<file path="config.mk">
export PLATFORM = sky130hd
export DESIGN_NAME = mdau_top
export DESIGN_NICKNAME = d
export VERILOG_FILES = /design/src/logic/mdau_pkg.sv /design/src/logic/mdau_div_if.sv /design/src/logic/mdau_top.sv /design/src/logic/mdau_divider.sv
export SDC_FILE = /design/constraint.sdc
export NUM_CORES = 2
export LEC_CHECK = 0
export BUFFER_PORTS_ARGS = -buffer_cell sky130_fd_sc_hd__buf_2
export CORE_ASPECT_RATIO = 0.8
export CORE_UTILIZATION = 56
export CTS_BUF_LIST = sky130_fd_sc_hd__clkbuf_4 sky130_fd_sc_hd__clkbuf_8
export DETAILED_ROUTE_END_ITERATION = 6
export PLACE_DENSITY = 0.73
export SYNTH_ARGS = -nofsm -noshare
export SYNTH_HDL_FRONTEND = slang
export SYNTH_HIERARCHICAL = 1
export SYNTH_SLANG_ARGS = --single-unit
</file>
<file path="constraint.sdc">
create_clock -name clk_sys -period 7.9 [get_ports clk_sys]
set_input_delay 1.185 -clock clk_sys [delete_from_list [all_inputs] [get_ports clk_sys]]
set_output_delay 1.185 -clock clk_sys [all_outputs]
set_load 0.02 [all_outputs]
</file>
<file path="src/logic/mdau_pkg.sv">
package mdau_pkg;
	// Bus geometry
	localparam int ADDR_W = 8;
	localparam int BUS_W = 32;
	localparam int HALF_W = 16;
	localparam int DIV_W = 32;

	// Register byte addresses
	localparam logic [ADDR_W-1:0] ADDR_CTRL = 8'h00;
	localparam logic [ADDR_W-1:0] ADDR_A_LO = 8'h04;
	localparam logic [ADDR_W-1:0] ADDR_A_HI = 8'h08;
	localparam logic [ADDR_W-1:0] ADDR_B_LO = 8'h0c;
	localparam logic [ADDR_W-1:0] ADDR_B_HI = 8'h10;
	localparam logic [ADDR_W-1:0] ADDR_C_LO = 8'h14;
	localparam logic [ADDR_W-1:0] ADDR_C_HI = 8'h18;

	// Control register field positions
	localparam int CB_DIV = 7;
	localparam int CB_ACC = 6;
	localparam int CB_SGN = 3;
	localparam int CB_OVF = 2;
	localparam int CB_SIGN = 1;
	localparam int CB_START = 0;

	// Reset values
	localparam logic CTRL_BIT_RST = 1'b0;
	localparam logic [HALF_W-1:0] HALF_RST = 16'h0000;
	localparam logic [BUS_W-1:0] BUS_ZERO = 32'h0000_0000;

	// Mode codes, {division, accumulate, signed}
	localparam logic [2:0] MD_MULU = 3'h0;
	localparam logic [2:0] MD_MULS = 3'h1;
	localparam logic [2:0] MD_MACU = 3'h2;
	localparam logic [2:0] MD_MACS = 3'h3;
	localparam logic [2:0] MD_DIVI = 3'h4;
	localparam logic [2:0] MD_DIVN = 3'h6;
endpackage : mdau_pkg

</file>
<file path="src/logic/mdau_div_if.sv">
`timescale 1ns/1ns
`default_nettype none
interface mdau_div_if #(parameter int W = mdau_pkg::DIV_W);
	logic start;
	logic [W-1:0] dividend;
	logic [W-1:0] divisor;
	logic done;
	logic [W-1:0] quotient;
	logic [W-1:0] remainder;
	modport ctl (output start, output dividend, output divisor,
		input done, input quotient, input remainder);
	modport engine (input start, input dividend, input divisor,
		output done, output quotient, output remainder);
endinterface : mdau_div_if
`default_nettype wire

</file>
<file path="src/logic/mdau_top.sv">
// Overview of operation
// - Unsigned accumulate sets overflow when the sum leaves the 32-bit range
// - Signed accumulate sets overflow when like-signed addends give opposite sign
// - Unsigned accumulate keeps the sign flag at zero
// - Signed accumulate copies bit 31 of the sum into the sign flag
// - Start bit can only be set when division mode is selected
// - Writing start in division mode begins division; bit reads one while busy
// - Hardware clears the start bit when the division finishes
// - Multiply modes start automatically on a write of the upper operand A
// - Software writing zero to start during division is ignored
// - Sign and overflow flags are read only
// - Negative upper accumulator written in signed accumulate sets sign at once
// - Product lands in register B two clocks after the trigger
// - Accumulate ends one clock after the product; software waits two clocks
// - Non-negative signed accumulate result clears the sign flag
// - Accumulate overflow sets overflow flag and raises the done interrupt
// - Mode and lower operand A are kept between multiply and accumulate operations
// - Signed accumulate treats operands, product and sum as two's complement
// - Mode bits decode to multiply, accumulate and two division variants
// - Division takes dividend from A and writes quotient back to A
//
// Local design decisions: the APB register port and the register offsets.
`timescale 1ns/1ns
`default_nettype none
module mdau_top (
	input wire logic clk_sys, // System clock
	input wire logic rst, // Synchronous reset
	input wire logic [mdau_pkg::ADDR_W-1:0] paddr, // APB address
	input wire logic psel, // APB select
	input wire logic penable, // APB enable
	input wire logic pwrite, // APB direction
	input wire logic [mdau_pkg::BUS_W-1:0] pwdata, // APB write data
	output logic [mdau_pkg::BUS_W-1:0] prdata, // APB read data
	output logic pready, // APB ready
	output logic pslverr, // APB error
	output logic arithDoneIrq // Completion interrupt pulse
);
	import mdau_pkg::*;

	logic divSel_r;
	logic accSel_r;
	logic sgnSel_r;
	logic accumOverflowFlag_r;
	logic accumSignFlag_r;
	logic divBusy_r;
	logic [HALF_W-1:0] opALo_r;
	logic [HALF_W-1:0] opAHi_r;
	logic [HALF_W-1:0] prodLo_r;
	logic [HALF_W-1:0] prodHi_r;
	logic [HALF_W-1:0] accLo_r;
	logic [HALF_W-1:0] accHi_r;
	logic mulGo_r;
	logic accGo_r;
	logic divKick_r;
	logic irq_r;
	logic [BUS_W-1:0] prdata_r;
	logic [BUS_W-1:0] prdata_nxt;
	logic [BUS_W-1:0] product_nxt;
	logic [BUS_W:0] accumSum_nxt;
	logic [BUS_W-1:0] bAll;
	logic [BUS_W-1:0] cAll;
	logic [2:0] modeNow;
	logic [2:0] modeWr;
	logic ovfNow;
	logic access;
	logic addrOk;
	logic wrEn;
	logic wrCtrl;
	logic wrALo;
	logic wrAHi;
	logic wrBLo;
	logic wrBHi;
	logic wrCLo;
	logic wrCHi;

	mdau_div_if #(.W(DIV_W)) divLink ();

	mdau_divider #(.W(DIV_W)) u_divider (
		.clk_sys(clk_sys),
		.rst(rst),
		.dv(divLink.engine)
	);

	function automatic logic isAcc(input logic [2:0] m);
		return (m == MD_MACU) || (m == MD_MACS);
	endfunction : isAcc

	function automatic logic isDiv(input logic [2:0] m);
		return (m == MD_DIVI) || (m == MD_DIVN);
	endfunction : isDiv

	function automatic logic isMul(input logic [2:0] m);
		return (m == MD_MULU) || (m == MD_MULS);
	endfunction : isMul

	function automatic logic regHit(input logic [ADDR_W-1:0] a);
		case (a)
			ADDR_CTRL, ADDR_A_LO, ADDR_A_HI: return 1'b1;
			ADDR_B_LO, ADDR_B_HI: return 1'b1;
			ADDR_C_LO, ADDR_C_HI: return 1'b1;
			default: return 1'b0;
		endcase
	endfunction : regHit

	// Two's complement low word equals the signed product
	function automatic logic [BUS_W-1:0] mul32(input logic [HALF_W-1:0] a,
		input logic [HALF_W-1:0] b, input logic s);
		logic [BUS_W-1:0] ea;
		logic [BUS_W-1:0] eb;
		ea = s ? {{HALF_W{a[HALF_W-1]}}, a} : {{HALF_W{1'b0}}, a};
		eb = s ? {{HALF_W{b[HALF_W-1]}}, b} : {{HALF_W{1'b0}}, b};
		return BUS_W'(ea * eb);
	endfunction : mul32

	// APB decode
	assign access = psel & penable;
	assign addrOk = regHit(paddr);
	assign wrEn = access & pwrite & addrOk;
	assign wrCtrl = wrEn && (paddr == ADDR_CTRL);
	assign wrALo = wrEn && (paddr == ADDR_A_LO);
	assign wrAHi = wrEn && (paddr == ADDR_A_HI);
	assign wrBLo = wrEn && (paddr == ADDR_B_LO);
	assign wrBHi = wrEn && (paddr == ADDR_B_HI);
	assign wrCLo = wrEn && (paddr == ADDR_C_LO);
	assign wrCHi = wrEn && (paddr == ADDR_C_HI);
	assign pready = access;
	assign pslverr = access & ~addrOk;
	assign prdata = prdata_r;
	assign arithDoneIrq = irq_r;

	assign modeNow = {divSel_r, accSel_r, sgnSel_r};
	assign modeWr = {pwdata[CB_DIV], pwdata[CB_ACC], pwdata[CB_SGN]};
	assign bAll = {prodHi_r, prodLo_r};
	assign cAll = {accHi_r, accLo_r};

	// Datapath
	assign product_nxt = mul32(opAHi_r, opALo_r, sgnSel_r);
	assign accumSum_nxt = {1'b0, cAll} + {1'b0, bAll};
	always_comb begin
		if (modeNow == MD_MACS) begin
			ovfNow = (bAll[BUS_W-1] == cAll[BUS_W-1]) &&
				(accumSum_nxt[BUS_W-1] != cAll[BUS_W-1]);
		end else begin
			ovfNow = accumSum_nxt[BUS_W];
		end
	end

	// Mode bits survive between operations
	always_ff @(posedge clk_sys) begin
		if (rst) begin
			divSel_r <= CTRL_BIT_RST;
			accSel_r <= CTRL_BIT_RST;
			sgnSel_r <= CTRL_BIT_RST;
		end else if (wrCtrl) begin
			divSel_r <= pwdata[CB_DIV];
			accSel_r <= pwdata[CB_ACC];
			sgnSel_r <= pwdata[CB_SGN];
		end
	end

	// Division start and busy bit
	always_ff @(posedge clk_sys) begin
		if (rst) begin
			divBusy_r <= CTRL_BIT_RST;
			divKick_r <= 1'b0;
		end else begin
			divKick_r <= 1'b0;
			if (divLink.done) begin
				divBusy_r <= 1'b0;
			end else if (wrCtrl && pwdata[CB_START] && isDiv(modeWr) && !divBusy_r) begin
				divBusy_r <= 1'b1;
				divKick_r <= 1'b1;
			end
		end
	end

	assign divLink.start = divKick_r;
	assign divLink.dividend = {opAHi_r, opALo_r};
	assign divLink.divisor = bAll;

	// Multiply and accumulate pipeline
	always_ff @(posedge clk_sys) begin
		if (rst) begin
			mulGo_r <= 1'b0;
			accGo_r <= 1'b0;
		end else begin
			mulGo_r <= wrAHi && !isDiv(modeNow);
			accGo_r <= mulGo_r && isAcc(modeNow);
		end
	end

	// Operand A, quotient returns here
	always_ff @(posedge clk_sys) begin
		if (rst) begin
			opALo_r <= HALF_RST;
			opAHi_r <= HALF_RST;
		end else if (divLink.done) begin
			{opAHi_r, opALo_r} <= divLink.quotient;
		end else begin
			if (wrALo) begin
				opALo_r <= pwdata[HALF_W-1:0];
			end
			if (wrAHi) begin
				opAHi_r <= pwdata[HALF_W-1:0];
			end
		end
	end

	// Product register B
	always_ff @(posedge clk_sys) begin
		if (rst) begin
			prodLo_r <= HALF_RST;
			prodHi_r <= HALF_RST;
		end else if (mulGo_r) begin
			{prodHi_r, prodLo_r} <= product_nxt;
		end else begin
			if (wrBLo) begin
				prodLo_r <= pwdata[HALF_W-1:0];
			end
			if (wrBHi) begin
				prodHi_r <= pwdata[HALF_W-1:0];
			end
		end
	end

	// Accumulator C, remainder returns here
	always_ff @(posedge clk_sys) begin
		if (rst) begin
			accLo_r <= HALF_RST;
			accHi_r <= HALF_RST;
		end else if (accGo_r) begin
			{accHi_r, accLo_r} <= accumSum_nxt[BUS_W-1:0];
		end else if (divLink.done) begin
			{accHi_r, accLo_r} <= divLink.remainder;
		end else begin
			if (wrCLo) begin
				accLo_r <= pwdata[HALF_W-1:0];
			end
			if (wrCHi) begin
				accHi_r <= pwdata[HALF_W-1:0];
			end
		end
	end

	// Status flags, not written through the control register
	always_ff @(posedge clk_sys) begin
		if (rst) begin
			accumOverflowFlag_r <= CTRL_BIT_RST;
		end else if (accGo_r) begin
			accumOverflowFlag_r <= ovfNow;
		end
	end

	always_ff @(posedge clk_sys) begin
		if (rst) begin
			accumSignFlag_r <= CTRL_BIT_RST;
		end else if (modeNow != MD_MACS) begin
			accumSignFlag_r <= 1'b0;
		end else if (accGo_r) begin
			accumSignFlag_r <= accumSum_nxt[BUS_W-1];
		end else if (wrCHi) begin
			accumSignFlag_r <= pwdata[HALF_W-1];
		end
	end

	// Completion interrupt pulse
	always_ff @(posedge clk_sys) begin
		if (rst) begin
			irq_r <= 1'b0;
		end else begin
			irq_r <= (accGo_r && ovfNow) ||
				(divLink.done && modeNow == MD_DIVI);
		end
	end

	// Read data captured in the setup phase
	always_comb begin
		prdata_nxt = BUS_ZERO;
		case (paddr)
			ADDR_CTRL: begin
				prdata_nxt[CB_DIV] = divSel_r;
				prdata_nxt[CB_ACC] = accSel_r;
				prdata_nxt[CB_SGN] = sgnSel_r;
				prdata_nxt[CB_OVF] = accumOverflowFlag_r;
				prdata_nxt[CB_SIGN] = accumSignFlag_r;
				prdata_nxt[CB_START] = divBusy_r;
			end
			ADDR_A_LO: prdata_nxt[HALF_W-1:0] = opALo_r;
			ADDR_A_HI: prdata_nxt[HALF_W-1:0] = opAHi_r;
			ADDR_B_LO: prdata_nxt[HALF_W-1:0] = prodLo_r;
			ADDR_B_HI: prdata_nxt[HALF_W-1:0] = prodHi_r;
			ADDR_C_LO: prdata_nxt[HALF_W-1:0] = accLo_r;
			ADDR_C_HI: prdata_nxt[HALF_W-1:0] = accHi_r;
			default: prdata_nxt = BUS_ZERO;
		endcase
	end

	always_ff @(posedge clk_sys) begin
		if (rst) begin
			prdata_r <= BUS_ZERO;
		end else if (psel && !penable) begin
			prdata_r <= prdata_nxt;
		end
	end
endmodule : mdau_top
`default_nettype wire

</file>
<file path="src/logic/mdau_divider.sv">
`timescale 1ns/1ns
`default_nettype none
module mdau_divider #(
	parameter int W = mdau_pkg::DIV_W
) (
	input wire logic clk_sys, // System clock
	input wire logic rst, // Synchronous reset
	mdau_div_if.engine dv // Operands and result
);
	import mdau_pkg::*;

	localparam int CW = $clog2(W) + 1;
	localparam int DIV_LAT_MAX = W + 2;
	localparam logic [CW-1:0] STEP_ONE = CW'(1);
	localparam logic [CW-1:0] STEPS = CW'(W);

	typedef enum logic [1:0] {
		DS_IDLE = 2'b01,
		DS_RUN = 2'b10
	} mdau_dstate_t;

	mdau_dstate_t state_r;
	logic [W-1:0] quo_r;
	logic [W-1:0] rem_r;
	logic [W-1:0] dvs_r;
	logic [CW-1:0] cnt_r;
	logic done_r;
	logic [W:0] trial;
	logic [W:0] diff;

	// Restoring division, one quotient bit per clock
	assign trial = {rem_r, quo_r[W-1]};
	assign diff = trial - {1'b0, dvs_r};

	always_ff @(posedge clk_sys) begin
		if (rst) begin
			state_r <= DS_IDLE;
			quo_r <= '0;
			rem_r <= '0;
			dvs_r <= '0;
			cnt_r <= '0;
			done_r <= 1'b0;
		end else begin
			done_r <= 1'b0;
			case (state_r)
				DS_IDLE: begin
					if (dv.start) begin
						quo_r <= dv.dividend;
						rem_r <= '0;
						dvs_r <= dv.divisor;
						cnt_r <= STEPS;
						state_r <= DS_RUN;
					end
				end
				DS_RUN: begin
					if (!diff[W]) begin
						rem_r <= diff[W-1:0];
						quo_r <= {quo_r[W-2:0], 1'b1};
					end else begin
						rem_r <= trial[W-1:0];
						quo_r <= {quo_r[W-2:0], 1'b0};
					end
					cnt_r <= cnt_r - STEP_ONE;
					if (cnt_r == STEP_ONE) begin
						done_r <= 1'b1;
						state_r <= DS_IDLE;
					end
				end
				default: state_r <= DS_IDLE;
			endcase
		end
	end

	assign dv.done = done_r;
	assign dv.quotient = quo_r;
	assign dv.remainder = rem_r;
endmodule : mdau_divider
`default_nettype wire

</file>
# Word-level counts from Yosys, hierarchy flattened
# Cells that the tools add are included.
[totals] out_inout_bits=35 regBits=227 inputBits=45 elab_cells=129
[op_classes] reduce_logical=39 addsub=3 n_eq_ne=20 bitwise=6 n_mul=1 mux=37
[op_table] operator="two-way mux 16 bit" n=14
[op_table] operator="two-way mux 32 bit" n=5
[op_table] operator="one-hot mux 32 bit (2 select lines)" n=2
[op_table] operator="one-hot mux 8 bit (6 select lines)" n=1
[op_table] operator="adder 32 x 32 -> 33 bit" n=1
[op_table] operator="subtractor 33 x 32 -> 33 bit" n=1
[op_table] operator="multiplier 32 x 32 -> 32 bit" n=1
[op_table] operator="one-hot mux 4 bit (7 select lines)" n=1
[op_table] operator="equality test 8 x 5 -> 1 bit (second input constant)" n=3
[op_table] operator="equality test 8 x 4 -> 1 bit (second input constant)" n=2
[op_table] operator="logical AND 1 bit" n=16
[op_table] operator="one-hot mux 2 bit (7 select lines)" n=1
[op_table] operator="equality test 3 bit (second input constant)" n=4
[op_table] operator="one-hot mux 2 bit (6 select lines)" n=1
[op_table] operator="one-hot mux 6 bit (2 select lines)" n=1
[op_table] operator="nonzero test 2 bit" n=6
[op_table] operator="equality test 8 x 3 -> 1 bit (second input constant)" n=1
[op_table] operator="zero test 8 bit" n=1
[op_table] operator="two-way mux 1 bit" n=7
[op_table] operator="OR reduction 7 bit" n=1
[op_table] operator="equality test 3 x 2 -> 1 bit (second input constant)" n=2
[op_table] operator="equality test 6 x 1 -> 1 bit (second input constant)" n=1
[op_table] operator="two-way mux 6 bit" n=1
[op_table] operator="AND reduction 2 bit" n=3
[op_table] operator="16 further kinds" n=29

# Longest topological paths before layout
[logic_depth] depth_word=9 depth_mapped=28 depth_no_buf=25

# Hierarchy
# Netlist, hierarchy kept.
[modules_own_cells] module="mdau_top" n_inst=1 cells_each=2374 area_per_inst_um2=20596.0 seq_area_each_um2=2442.3
[modules_own_cells] module="mdau_divider" n_inst=1 cells_each=727 area_per_inst_um2=5839.4 seq_area_each_um2=2102.0

# Least setup slack after synthesis
# OpenSTA, ideal clock, no wires.
[synth_timing] kind="register to register" from="register sgnSel_r" to="register prodHi_r[15]" synth_period_minus_slack_ns=7.251 t_required_ns=7.814 n_path_buf=2 setup_time_ns=0.086 slack_ns=0.649 arrival_time_ns=7.165 stages_incl_launch_ff=26 cell_sequence="dfxtp_1 clkbuf_1 and2_1 clkbuf_1 nand2_1 fa_1 fa_1 inv_1 fa_1 inv_1 fa_1 inv_1 fa_1 fa_1 fa_1 fa_1 ha_1 a21o_1 a21oi_1 nor2b_1 nor4_1 a2bb2oi_1 o2bb2ai_1 o21ai_0 xnor2_1 a211oi_1"
[synth_between] elab_chain_cells=3 word_cells_on_any_way=4 cone_classes="mul (1); mux (3)"
[synth_rtl] element="from (decl)" line_no="mdau_top.sv:42" rtl="logic sgnSel_r;"
[synth_rtl] element="from (signal assigned)" line_no="mdau_top.sv:157" rtl="sgnSel_r <= pwdata[CB_SGN];"
[synth_rtl] element="two-way mux 32 bit, on equally long branches" line_no="mdau_top.sv:110, mdau_top.sv:111"
[synth_rtl] element="multiplier 32 x 32 -> 32 bit *" line_no="mdau_top.sv:112" rtl="return BUS_W'(ea * eb);"
[synth_rtl] element="two-way mux 16 bit *" line_no="mdau_top.sv:214" rtl="end else if (mulGo_r) begin"
[synth_rtl] element="to (signal assigned)" line_no="mdau_top.sv:215" rtl="{prodHi_r, prodLo_r} <= product_nxt;"
[synth_rtl] element="to (signal assigned)" line_no="mdau_top.sv:221" rtl="prodHi_r <= pwdata[HALF_W-1:0];"
[synth_rtl] element="to (decl)" line_no="mdau_top.sv:49" rtl="logic [HALF_W-1:0] prodHi_r;"
# Every way passes the cells marked *; elsewhere a longest branch is shown, timed or not.
# A chain may end at the register's enable or synchronous reset.

# Worst setup path after layout
[layout_timing] from="register opALo_r[6]" to="register prodHi_r[15]"
[layout_between] elab_chain_cells=3
[layout_rtl] element="from (decl)" line_no="mdau_top.sv:46" rtl="logic [HALF_W-1:0] opALo_r;"
[layout_rtl] element="from (signal assigned)" line_no="mdau_top.sv:198" rtl="{opAHi_r, opALo_r} <= divLink.quotient;"
[layout_rtl] element="from (signal assigned)" line_no="mdau_top.sv:201" rtl="opALo_r <= pwdata[HALF_W-1:0];"
[layout_rtl] element="two-way mux 32 bit" line_no="mdau_top.sv:111" rtl="eb = s ? {{HALF_W{b[HALF_W-1]}}, b} : {{HALF_W{1'b0}}, b};"
[layout_rtl] element="multiplier 32 x 32 -> 32 bit" line_no="mdau_top.sv:112"
[layout_rtl] element="two-way mux 16 bit" line_no="mdau_top.sv:214"
# No other way between the ends.

==> results.toml <==
[run_status]
status = "finished clean"

[route]
first_pass_iters = 6
drt_wl_total_um = 79300
drt_iter0_drc = 2410
vias_per_cell = 6.13
drcViolationCount = 0
num_vias = 22800
wl_per_cell_um = 21.4
antenna_left = 0

[logic_synthesis]
synth.yosys.seq_area_share_pct = 17.2
ys.flop_type = "dfxtp_1"
postSynth.asyncResetShare_pct = 0
avgSynthCellArea_um2 = 8.52
synth_edf_count = 0
syn_area_mm2 = 0.0264
yosys_warnings = 6
synth-seq-cells = 227
syn_inst = 3101
synth_cell_types = 85

[final_layout]
layout_common_cells = "inv_1, fa_1, nand2_1"
fin_cells = 3711
nNetsFinal = 3647
layout-drive-gt1-share_pct = 7.17
final_common_cell = "inv_1"
syn_to_final_growth_pct = 5.78
fill_cells = 3985

[die]
ios = 80
num_rows = 70
die_w_um = 245
dieArea_mm2 = 0.0481
fp.dieH_um = 196
initial_core_util_pct = 57.3
coreArea_mm2 = 0.0462

[worst_setup_path]
cp_slowest_cell = "dfxtp_1"
required_ps = 8380
crit_path_start_kind = "register"
cp.buffers_inverters = 3
cpPeakStageDelay_ps = 900
worst_ep_arrival_time_ps = 8110
path_cells = "nand2_1 -> fa_1 -> inv_1 -> fa_1 -> fa_1 -> inv_1 -> fa_1 -> inv_1 -> fa_1 -> fa_1 -> fa_1 -> fa_1 -> ha_1 -> or2_2 -> a21oi_1 -> a2bb2oi_1 -> o2bb2ai_1 -> o21ai_0 -> xnor2_1 -> a211oi_1"
crit_path_end_kind = "register"
critical_path.top_delay_family = "adder cells"
crit_type = "register to register"
crit_fanout = 14
crit_top_cell = "fa_1"

[sta]
fmaxAchievable_mhz = 131
rsz0062_at_grt = "no"
setup_viol = 0
finalCritPeriodShare_pct = 96.5
relSlewSlack_pct = 21.0
final_hold_viol_count = 0
fin_setup_tns_ps = 0
worst_pin_slew_ps = 1180
setup_slack_ps = 280
drv_slew = 0
fin_crit_ps = 7620
fin_skew_ps = 27.0

[cts]
hold_buffers = 0
cts_resized = 0
clock-sinks = 227
post_cts_buffers = 0
clk_latency_ps = 580
cts_buffer_depth = 3
cts_made_buffers = 36
cts.htree.levels = 2
clk_pin_slew_ps = 70
cts_tree = "built"
cts_root_buf = "clkbuf_8"

[global_routing]
antenna_found_initial = 1
track_usage_pct = 33.7
grt_overflow = 0
first_global_vias = 22300
grt_pass1_wl_um = 126000
grt_max_degree = 88

[pwr]
vdd_drop_max_mv = 0.112
power_leakage_uw = 0.0129
pwr_density_cell_mw_per_mm2 = 84.7

[placed_design]
dpl.hpwl_um = 61400
dp_slack_ps = 429
numPortBuffers = 47
gp_routability_congestion = 0.986
dp.cells = 3646

[worst_hold_path]
holdCritPathClass = "register to register"

[run]
cap_violations = 0
-- Yosys cell counts (9+ instances only) --
cell / n / share of area [%]
nand3_1: 77 / 1.5
buf_1: 11 / 0.16
a21o_1: 43 / 1.2
nor2_1: 146 / 2.1
o21ai_1: 22 / 0.42
nor3_1: 27 / 0.51
ha_1: 194 / 9.2
a21oi_1: 264 / 5.0
a31oi_1: 18 / 0.43
buf_4: 21 / 0.60
nor2b_1: 33 / 0.78
dfxtp_1: 227 / 17
clkbuf_1: 148 / 2.1
o21ai_0: 76 / 1.4
a22oi_1: 66 / 1.9
and2_1: 187 / 4.4
fa_1: 336 / 25
xor2_1: 40 / 1.3
inv_1: 369 / 5.2
o21a_1: 18 / 0.51
o211ai_1: 9 / 0.26
nand4_1: 9 / 0.21
a221oi_1: 18 / 0.60
and3_1: 29 / 0.69
a211oi_1: 71 / 2.0
nand2b_1: 22 / 0.52
o21bai_1: 15 / 0.43
mux2i_1: 49 / 1.9
xnor2_1: 75 / 2.5
buf_2: 10 / 0.19
nand2_1: 331 / 4.7
-- worst register-to-register path: cells and delay by family, from the launching register on --
| kind | cells | cell delay [ps] |
|---|---|---|
| adders and majority gates | 9 | 4590 |
| AOI/OAI and AO/OA | 5 | 1090 |
| DFF | 1 | 900 |
| and+or+nand+nor | 2 | 580 |
| buffers and inverters | 3 | 240 |
| xor gates and xnor gates | 1 | 140 |
-- cell families after synthesis --
group	share of synthesized area [%]
AO/OA/AOI/OAI	16.8
XOR/XNOR	3.81
adder cells (fa/ha/maj)	34.6
buffers and inverters	8.40
flip-flops	17.2
multiplexers	2.11
other	0.0142
AND/OR/NAND/NOR	17.0
-- worst paths after layout --
| kind | slack, ps | startpoint | cells after the start | end |
|---|---|---|---|---|
| setup / recovery | 280 | opALo_r[6] | 20 | prodHi_r[15] |
| hold / removal | 460 | u_divider/dvs_r[17] | 2 | u_divider/dvs_r[17] |
| setup reg to reg | 280 | opALo_r[6] | 20 | prodHi_r[15] |
| hold reg to reg | 460 | u_divider/dvs_r[17] | 2 | u_divider/dvs_r[17] |
-- through the flow --
step / util (%) / hold WS (ps) / instance area [µm²] / power, µW
floorplan: - / 434 / 26500 / 1230
global route: 60.6 / 472 / 28000 / 2430
finish: 60.6 / 457 / 28000 / 2370
CTS: 60.6 / 456 / 28000 / 2360
detailed placement: 58.9 / 447 / 27200 / 1270
global placement: 58.9 / 448 / 27200 / 1270
-- flip-flops by register name, indices dropped and copies added, names as in the netlist, 2 cells and up --
name                    count
opALo_r                    16
accHi_r                    16
u_divider/dv.remainder     32
opAHi_r                    16
accLo_r                    16
u_divider/state_r           2
prdata                     16
prodLo_r                   16
u_divider/cnt_r             6
u_divider/dvs_r            32
u_divider/dv.quotient      32
prodHi_r                   16
-- area by class of cell --
cell class	instances	area (µm²)	share of cell area (%)
Sequential cell	227	4550	16.3
Multi-Input combinational cell	2327	19800	70.7
Clock inverter	5	32.5	0.116
Antenna cell	2	5.00	0.0179
Clock buffer	58	736	2.63
Inverter	369	1390	4.95
Timing Repair Buffer	111	722	2.58
Tap cell	612	766	2.74
-- metal layers --
layer | share of wire [%] | wire [µm] | GRT usage [%]
met5 | 0 | 0 | 0
met4 | 2.8 | 2240 | 9.33
met3 | 11 | 9080 | 9.03
met2 | 43 | 33800 | 49.6
met1 | 43 | 34200 | 48.5
-- power by group --
part	total (µW)	switching [µW]	internal [µW]
Clock	1110	525	590
Combinational	103	80.9	21.8
Sequential	1150	3.75	1150
Total	2370	609	1760
Power figures use the tool's default switching activity.
